--- config.mk ---
export PLATFORM = sky130hd
export DESIGN_NAME = sbg_top
export DESIGN_NICKNAME = d
export VERILOG_FILES = /design/src/sbg_pkg.sv /design/src/sbg_top.sv
export SDC_FILE = /design/constraint.sdc
export NUM_CORES = 1
export LEC_CHECK = 0
export BUFFER_PORTS_ARGS = -buffer_cell sky130_fd_sc_hd__buf_4
export CAP_MARGIN = 20
export CORE_MARGIN = 2
export CORE_UTILIZATION = 40
export CTS_BUF_LIST = sky130_fd_sc_hd__clkbuf_2
export CTS_CLUSTER_DIAMETER = 80
export CTS_CLUSTER_SIZE = 10
export DETAILED_ROUTE_END_ITERATION = 6
export PLACE_DENSITY = 0.6
export SLEW_MARGIN = 25
export SYNTH_ARGS = -nofsm -noshare
export SYNTH_HDL_FRONTEND = slang
export SYNTH_SLANG_ARGS = --single-unit
--- constraint.sdc ---
create_clock -name core_clk -period 2.8 [get_ports core_clk]
set_clock_uncertainty 0.15 [all_clocks]
set_input_delay 0.14 -clock core_clk [delete_from_list [all_inputs] [get_ports core_clk]]
set_output_delay 0.14 -clock core_clk [all_outputs]
set_load 0.005 [all_outputs]
--- src/sbg_pkg.sv ---
// Constants shared by the serial baud-rate generator.
package sbg_pkg;
  // Register addresses on the plain register port.
  localparam logic [15:0] SBG_ADR_RELOAD = 16'hFEB4;
  localparam logic [15:0] SBG_ADR_FDV = 16'hFEB6;
  localparam logic [15:0] SBG_ADR_CTRL = 16'hFEB8;
  // Field widths.
  localparam int SBG_TMR_W = 13;
  localparam int SBG_FDV_W = 9;
  // Control register bit positions.
  localparam int SBG_CTRL_RUN = 0;
  localparam int SBG_CTRL_FDE = 1;
  localparam int SBG_CTRL_BRS = 2;
  localparam int SBG_CTRL_ASYNC = 3;
  // Reset values.
  localparam logic [12:0] SBG_RELOAD_RST = 13'h0000;
  localparam logic [8:0] SBG_FDV_RST = 9'h000;
  localparam logic [3:0] SBG_CTRL_RST = 4'h0;
  // Sixteen sample ticks per bit; phase values of the 7th, 8th and 9th tick.
  localparam logic [3:0] SBG_PHASE_LAST = 4'hF;
  localparam logic [3:0] SBG_PHASE_S7 = 4'h6;
  localparam logic [3:0] SBG_PHASE_S8 = 4'h7;
  localparam logic [3:0] SBG_PHASE_S9 = 4'h8;
endpackage

--- src/sbg_top.sv ---
// Baud-rate generator: prescaler, 13-bit reload timer, bit clock and rx sampler.
module sbg_top
  import sbg_pkg::*;
#(
  parameter int FIX_DIV0 = 2,
  parameter int FIX_DIV1 = 3
) (
  // Clock and reset.
  input wire logic core_clk,
  input wire logic sys_rst,
  // Register port.
  input wire logic [15:0] reg_addr,
  input wire logic [15:0] reg_wdata,
  input wire logic reg_wr,
  input wire logic reg_rd,
  output logic [15:0] reg_rdata,
  // Serial receive pin.
  input wire logic rx_pin,
  // Clock and data outputs.
  output logic sample_clock,
  output logic bit_tick,
  output logic rx_bit,
  output logic rx_valid
);

  typedef struct packed {
    logic [15:0] rdata;
    logic [12:0] reload;
    logic [8:0] fdv;
    logic run;
    logic fde;
    logic brs;
    logic async_mode;
    logic pend;
    logic [12:0] timer;
    logic [1:0] presc;
    logic [8:0] facc;
    logic samp;
    logic [3:0] phase;
    logic bit_tk;
    logic rx_s1;
    logic rx_s2;
    logic smp7;
    logic smp8;
    logic rx_bit;
    logic rx_valid;
  } sbg_state_s;

  sbg_state_s st_q;
  sbg_state_s st_d;
  logic div_tick;
  logic tick;
  logic wr_reload;
  logic [9:0] fsum;

  // Majority of three samples.
  function automatic logic sbg_maj(input logic a, input logic b, input logic c);
    sbg_maj = (a & b) | (a & c) | (b & c);
  endfunction

  assign wr_reload = reg_wr && (reg_addr == SBG_ADR_RELOAD);

  // Next-state logic for the whole block.
  always_comb begin
    st_d = st_q;
    st_d.samp = 1'b0;
    st_d.bit_tk = 1'b0;
    st_d.rx_valid = 1'b0;
    div_tick = 1'b0;
    tick = 1'b0;
    fsum = {1'b0, st_q.facc} + {1'b0, st_q.fdv};
    // Pin synchroniser; only the second stage is looked at.
    st_d.rx_s1 = rx_pin;
    st_d.rx_s2 = st_q.rx_s1;
    // Prescaler: fractional accumulator or one of two fixed dividers.
    if (st_q.run) begin
      if (st_q.fde) begin
        st_d.facc = fsum[8:0];
        div_tick = fsum[9];
        st_d.presc = 2'h0;
      end else if (st_q.presc == 2'((st_q.brs ? FIX_DIV1 : FIX_DIV0) - 1)) begin
        st_d.presc = 2'h0;
        div_tick = 1'b1;
      end else begin
        st_d.presc = st_q.presc + 2'h1;
      end
    end
    // Reload timer counts prescaler ticks and emits the sample clock.
    if (div_tick) begin
      if (st_q.timer == 13'h0000) begin
        st_d.timer = st_q.reload;
        tick = 1'b1;
      end else begin
        st_d.timer = st_q.timer - 13'h0001;
      end
    end
    // A deferred reload fires once the channel runs.
    if (st_q.pend && st_q.run) begin
      st_d.timer = st_q.reload;
      st_d.pend = 1'b0;
    end
    // Register writes. A reload write wins over counting in the same cycle.
    if (reg_wr) begin
      case (reg_addr)
        SBG_ADR_RELOAD: begin
          st_d.reload = reg_wdata[12:0];
          if (st_q.run) begin
            st_d.timer = reg_wdata[12:0];
            st_d.pend = 1'b0;
          end else begin
            st_d.pend = 1'b1;
          end
        end
        SBG_ADR_FDV: st_d.fdv = reg_wdata[8:0];
        SBG_ADR_CTRL: begin
          st_d.run = reg_wdata[SBG_CTRL_RUN];
          st_d.fde = reg_wdata[SBG_CTRL_FDE];
          st_d.brs = reg_wdata[SBG_CTRL_BRS];
          st_d.async_mode = reg_wdata[SBG_CTRL_ASYNC];
        end
        default: st_d.rdata = st_q.rdata;
      endcase
    end
    // Bit clock and sampling. Sync mode takes one bit per sample tick.
    if (tick) begin
      st_d.samp = 1'b1;
      if (st_q.async_mode) begin
        st_d.phase = st_q.phase + 4'h1;
        st_d.bit_tk = (st_q.phase == SBG_PHASE_LAST);
        if (st_q.phase == SBG_PHASE_S7) begin
          st_d.smp7 = st_q.rx_s2;
        end
        if (st_q.phase == SBG_PHASE_S8) begin
          st_d.smp8 = st_q.rx_s2;
        end
        if (st_q.phase == SBG_PHASE_S9) begin
          st_d.rx_bit = sbg_maj(st_q.smp7, st_q.smp8, st_q.rx_s2);
          st_d.rx_valid = 1'b1;
        end
      end else begin
        st_d.phase = 4'h0;
        st_d.bit_tk = 1'b1;
        st_d.rx_bit = st_q.rx_s2;
        st_d.rx_valid = 1'b1;
      end
    end
    // Read data stand in the cycle after the read strobe only.
    st_d.rdata = 16'h0000;
    if (reg_rd) begin
      case (reg_addr)
        SBG_ADR_RELOAD: st_d.rdata = {3'h0, st_q.timer};
        SBG_ADR_FDV: st_d.rdata = {7'h00, st_q.fdv};
        SBG_ADR_CTRL: st_d.rdata = {12'h000, st_q.async_mode, st_q.brs, st_q.fde, st_q.run};
        default: st_d.rdata = 16'h0000;
      endcase
    end
  end

  // State register; reset loads constants only.
  always_ff @(posedge core_clk or posedge sys_rst) begin
    if (sys_rst) begin
      st_q <= '0;
      st_q.reload <= SBG_RELOAD_RST;
      st_q.fdv <= SBG_FDV_RST;
      {st_q.async_mode, st_q.brs, st_q.fde, st_q.run} <= SBG_CTRL_RST;
      st_q.rx_s1 <= 1'b1;
      st_q.rx_s2 <= 1'b1;
    end else begin
      st_q <= st_d;
    end
  end

  // Outputs come straight from the state flops.
  assign reg_rdata = st_q.rdata;
  assign sample_clock = st_q.samp;
  assign bit_tick = st_q.bit_tk;
  assign rx_bit = st_q.rx_bit;
  assign rx_valid = st_q.rx_valid;

  // Checks on the design's own behaviour.
  a_read_timer: assert property (@(posedge core_clk) disable iff (sys_rst)
    reg_rd && reg_addr == SBG_ADR_RELOAD |=> reg_rdata == {3'h0, $past(st_q.timer)})
    else $error("Reload read did not return the timer count.");
  a_reload_store: assert property (@(posedge core_clk) disable iff (sys_rst)
    wr_reload |=> st_q.reload == $past(reg_wdata[12:0]))
    else $error("Reload write was not stored.");
  a_reload_run: assert property (@(posedge core_clk) disable iff (sys_rst)
    wr_reload && st_q.run |=> st_q.timer == $past(reg_wdata[12:0]) && !st_q.pend)
    else $error("Running reload write did not reload the timer.");
  a_reload_defer: assert property (@(posedge core_clk) disable iff (sys_rst)
    wr_reload && !st_q.run |=> st_q.pend && st_q.timer == $past(st_q.timer))
    else $error("Stopped reload write was not deferred.");
  a_defer_fire: assert property (@(posedge core_clk) disable iff (sys_rst)
    st_q.pend && st_q.run && !reg_wr |=> st_q.timer == $past(st_q.reload) && !st_q.pend)
    else $error("Deferred reload did not fire once running.");
  a_async_bit: assert property (@(posedge core_clk) disable iff (sys_rst)
    tick && st_q.async_mode |=> bit_tick == ($past(st_q.phase) == SBG_PHASE_LAST))
    else $error("Bit tick not on the sixteenth sample tick.");
  a_sample_point: assert property (@(posedge core_clk) disable iff (sys_rst)
    rx_valid && $past(st_q.async_mode) |-> st_q.phase == 4'h9 && sample_clock == 1'b1)
    else $error("Async bit resolved off the ninth sample tick.");
  a_majority: assert property (@(posedge core_clk) disable iff (sys_rst)
    tick && st_q.async_mode && st_q.phase == SBG_PHASE_S9
    |=> rx_bit == sbg_maj($past(st_q.smp7), $past(st_q.smp8), $past(st_q.rx_s2)))
    else $error("Received bit is not the majority of its samples.");
  a_frac_zero: assert property (@(posedge core_clk) disable iff (sys_rst)
    st_q.run && st_q.fde && st_q.fdv == 9'h000 && !st_q.pend && !reg_wr
    |=> st_q.timer == $past(st_q.timer))
    else $error("Zero fraction still advanced the timer.");
  a_timer_step: assert property (@(posedge core_clk) disable iff (sys_rst)
    div_tick && st_q.timer != 13'h0000 && !st_q.pend && !wr_reload
    |=> st_q.timer == $past(st_q.timer) - 13'h0001)
    else $error("Timer did not count down by one.");

  // Further checks on the register port, the prescaler and the sampler.
  // They watch internal state as well as pins, so a broken path is caught
  // close to where it breaks rather than many ticks later at the outputs.

  a_rdata_idle: assert property (@(posedge core_clk) disable iff (sys_rst)
    !reg_rd |=> reg_rdata == 16'h0000)
    else $error("Read data not zero outside a read.");

  a_read_unmapped: assert property (@(posedge core_clk) disable iff (sys_rst)
    reg_rd && reg_addr != SBG_ADR_RELOAD && reg_addr != SBG_ADR_FDV
    && reg_addr != SBG_ADR_CTRL |=> reg_rdata == 16'h0000)
    else $error("Unmapped read returned data.");

  a_read_fdv: assert property (@(posedge core_clk) disable iff (sys_rst)
    reg_rd && reg_addr == SBG_ADR_FDV |=> reg_rdata == {7'h00, $past(st_q.fdv)})
    else $error("Fraction read returned the wrong value.");

  a_read_ctrl: assert property (@(posedge core_clk) disable iff (sys_rst)
    reg_rd && reg_addr == SBG_ADR_CTRL |=> reg_rdata == {12'h000, $past(st_q.async_mode),
    $past(st_q.brs), $past(st_q.fde), $past(st_q.run)})
    else $error("Control read returned the wrong value.");

  a_stop_hold: assert property (@(posedge core_clk) disable iff (sys_rst)
    !st_q.run && !reg_wr |=> st_q.timer == $past(st_q.timer))
    else $error("Timer moved while the channel was stopped.");

  a_presc_hold: assert property (@(posedge core_clk) disable iff (sys_rst)
    !st_q.run |=> st_q.presc == $past(st_q.presc) && st_q.facc == $past(st_q.facc))
    else $error("Prescaler moved while the channel was stopped.");

  a_fixed_tick: assert property (@(posedge core_clk) disable iff (sys_rst)
    st_q.run && !st_q.fde && !st_q.brs && st_q.presc == 2'(FIX_DIV0 - 1) |-> div_tick)
    else $error("Fixed divider missed its tick.");

  a_frac_acc: assert property (@(posedge core_clk) disable iff (sys_rst)
    st_q.run && st_q.fde |=> st_q.facc == 9'($past(st_q.facc) + $past(st_q.fdv)))
    else $error("Fraction accumulator did not add the fraction.");

  a_tick_pulse: assert property (@(posedge core_clk) disable iff (sys_rst)
    1'b1 |=> sample_clock == $past(tick))
    else $error("Sample clock pulse does not follow the timer underflow.");

  a_bit_quiet: assert property (@(posedge core_clk) disable iff (sys_rst)
    !tick |=> !bit_tick && !rx_valid)
    else $error("Bit tick or valid without a sample tick.");

  a_sync_bit: assert property (@(posedge core_clk) disable iff (sys_rst)
    tick && !st_q.async_mode |=> bit_tick && rx_valid && st_q.phase == 4'h0)
    else $error("Sync mode did not give one bit per sample tick.");

  a_phase_step: assert property (@(posedge core_clk) disable iff (sys_rst)
    tick && st_q.async_mode |=> st_q.phase == 4'($past(st_q.phase) + 4'h1))
    else $error("Sample phase did not advance by one.");

  a_take_s7: assert property (@(posedge core_clk) disable iff (sys_rst)
    tick && st_q.async_mode && st_q.phase == SBG_PHASE_S7 |=> st_q.smp7 == $past(st_q.rx_s2))
    else $error("Seventh sample not taken.");

  a_take_s8: assert property (@(posedge core_clk) disable iff (sys_rst)
    tick && st_q.async_mode && st_q.phase == SBG_PHASE_S8 |=> st_q.smp8 == $past(st_q.rx_s2))
    else $error("Eighth sample not taken.");

  a_pend_hold: assert property (@(posedge core_clk) disable iff (sys_rst)
    st_q.pend && !st_q.run |=> st_q.pend)
    else $error("Deferred reload lost before the channel ran.");

endmodule

==> results.py <==
metrics = {
    "power": {
        "clkPwrFrac_pct": 36.0,
        "p_leak_uw": 0.00246,
        "vdd_drop_max_mv": 0.202,
        "powerDensity_mw_per_mm2": 359,
        "pwr-share-seq_pct": 58.0,
        "p_sw_uw": 438,
        "p_int_uw": 1460,
        "p_comb_share_pct": 6.0,
        "total_power_uw": 1900,
        "switching_share_pct": 23.0,
    },
    "final_layout": {
        "fillers": 1037,
        "n_antenna_cell": 0,
        "final_area_mm2": 0.00530,
        "area_growth_pct": 21.9,
        "layout_common_cells": "nand2_1 (74), dfrtp_1 (74), buf_4 (72), dlygate4sd3_1 (29), o21ai_0 (28)",
        "final_nets": 589,
        "drive_gt1_share_pct": 22.3,
    },
    "route": {
        "vias": 3688,
        "drc": 0,
        "routed_wl_um": 10800,
        "drt_pass1_iterations": 4,
        "ant_nets": 0,
        "met2_length_um": 5040,
        "top_layer": "met4",
        "met1_length_um": 5190,
        "vias_per_cell": 5.41,
        "wl_per_cell_um": 15.8,
        "drt_iter0_markers": 172,
        "wl_met3_um": 482,
    },
    "timing": {
        "finalMaxSlewViolations": 0,
        "hold_viol_final": 0,
        "max_freq_ghz": 0.377,
        "slew_headroom_pct": 54.3,
        "finalCritPeriodShare_pct": 94.6,
        "tightest_slew_ns": 0.679,
        "finalSetupViolations": 0,
        "period_minus_slack_ns": 2.65,
        "tns_ns": 0,
    },
    "clock_tree": {
        "numCtsBuffers": 9,
        "clockBufferDepth": 2,
        "cts.sinks": 76,
        "cts_setup_buffers": 0,
        "clk_pin_slew_ns": 0.24,
        "cts_tree": "built",
        "cts_root_buf": "clkbuf_2",
        "htreeDepth": 3,
        "worstSkewPairLatency_ns": 0.52,
    },
    "worst_setup_path": {
        "worstSetupPathType": "reg2reg",
        "cp_slowest_cell": "or4b_4",
        "slowest_delay_ns": 0.50,
        "start_kind": "flop",
        "crit_buf_inv": 2,
        "cp.arrival_ns": 2.91,
        "crit_fanout": 6,
        "cp-end-kind": "flop",
        "path_cells": "inv_1 > ha_1 > or4b_4 > or3_1 > buf_4 > mux2_2 > a311oi_1 > o31ai_1",
        "worst_ep_required_time_ns": 3.06,
        "cp_top_family": "simple AND/OR/NAND/NOR gates",
    },
    "synthesis": {
        "synth-async-reset-ratio_pct": 100,
        "synth_area_mm2": 0.00434,
        "avgSynthCellArea_um2": 9.38,
        "yosys_warnings": 0,
        "synth.distinct_cells": 64,
        "ys_seq_area_share_pct": 43.8,
        "netlist_instances": 463,
        "ys.flop_type": "dfrtp_1",
        "synth_seq_cells": 76,
        "synth_enable_flop_cells": 0,
    },
    "floorplanning": {
        "boundaryPins": 57,
        "start_util_pct": 40.6,
        "die_h_um": 108,
        "rows": 38,
        "die_area_mm2": 0.0117,
        "core_mm2": 0.0107,
        "die_w_um": 108,
    },
    "place": {
        "gp_congestion": 0.880,
        "numPortBuffers": 50,
        "placed_area_mm2": 0.00486,
        "dp_hpwl_um": 7600,
    },
    "global_routing": {
        "grt_max_degree": 77,
        "antenna_found_initial": 0,
        "grt_usage_pct": 19.5,
        "grt_overflow": 0,
        "grt_first_pass_wirelength_um": 17800,
        "grt_pass1_vias": 3474,
    },
    "outcome": {
        "status": "complete, no violations",
    },
    "run": {
        "drv_cap": 0,
    },
    "worst_hold_path": {
        "hp-class": "in2async",
    },
}
## sequential cells by signal, summed over array words and instances (netlist names)
name,cells
rx_bit,1
sample_clock,1
rx_valid,1
st_q,58
bit_tick,1
reg_rdata,13
st_d,1
## logic make-up (layout without fill, tap and decap cells)
group           count (synthesis)  in the layout  synth area share [%]
compound gates                101            101                  15.1
xor+xnor                        6              6                  1.21
fa+ha+maj                      15             15                  4.49
buf+inv                        54            131                  6.37
flops                          76             76                  43.8
mux                            32             32                  7.95
other cells                     1              3                0.0863
simple gates                  178            178                  21.0
## stage by stage
stage	setup slack, ns	hold slack (ns)	cells	utilization [%]
finish	0.151	0.0546	682	49.5
global route	-0.00633	0.0422	682	49.5
CTS	0.0392	0.0380	682	49.4
detailed placement	0.103	0.100	637	45.4
global placement	0.154	0.0986	637	45.4
floorplan	0.265	-0.00552	465	-
## worst paths after layout
kind                       depth (start not counted)                    to  slack (ns)          startpoint
hold / removal                                     4  st_q[22]$_DFFE_PP0P_        0.05             sys_rst
setup reg to reg                                   8    st_q[32]$_DFF_PP0_        0.15  st_q[23]$_DFF_PP0_
hold reg to reg                                    0     st_q[4]$_DFF_PP1_        0.22   st_d[4]$_DFF_PP1_
min in group core_clk                              2     st_d[4]$_DFF_PP1_        0.12              rx_pin
max in group asynchronous                          4     st_d[4]$_DFF_PP1_        2.07             sys_rst
setup / recovery                                   8    st_q[32]$_DFF_PP0_        0.15  st_q[23]$_DFF_PP0_
## power by group through the flow
stage          sequential [µW]  combinational (µW)  clock (µW)
3_5_place_dp              1120                91.5           0
5_1_grt                   1100                 127         769
4_1_cts                   1100                 116         714
6_report                  1100                 114         685
3_3_place_gp              1120                90.5           0
2_1_floorplan             1120                35.3           0
## layer usage
| layer | up-vias | track usage [%] |
|---|---|---|
| li1 | 1782 | - |
| met1 | 1800 | 27.4 |
| met2 | 96 | 31.3 |
| met3 | 10 | 3.32 |
| met4 | 0 | 4.95 |
| met5 | - | 0 |
## worst min-delay path: stages
cell	delay [ns]
dlygate4sd3_1	0.53
buf_4	0.13
clkinv_2	0.05
buf_12	0.33
## Yosys cell counts (5+ instances only)
cell type	n	share of area (%)
dfrtp_1	74	43
nand2_1	74	6.4
o21ai_0	30	3.5
nor2_1	26	2.2
mux2_2	20	5.2
a21oi_1	19	2.2
clkbuf_1	17	1.5
buf_4	16	2.8
ha_1	14	4.0
inv_1	13	1.1
mux2i_1	12	2.8
nor3_1	11	1.3
nand3_1	10	1.2
nand3b_1	9	1.6
and3_1	7	1.0
nor3b_1	7	1.2
o22ai_1	7	1.0
o21a_1	6	1.0
nor4b_1	5	1.0
o211ai_1	5	0.86
o31ai_1	5	0.86
## timing repair
item | CTS | global route
gates resized for setup | 0 | 6
endpoints found under the setup margin | 0 | 6
endpoints found under the hold margin | 129 | 0
hold buffers | 29 | 0
## area by class of cell
type | instances | area [µm²] | area share, %
Tap cell | 140 | 175 | 3.31
Multi-Input combinational cell | 335 | 2180 | 41.2
Clock inverter | 5 | 77.6 | 1.47
Timing Repair Buffer | 102 | 851 | 16.1
Sequential cell | 76 | 1900 | 36.0
Inverter | 13 | 50.0 | 0.945
Clock buffer | 11 | 55.1 | 1.04
No activity file was read; power rests on OpenSTA's default activity.
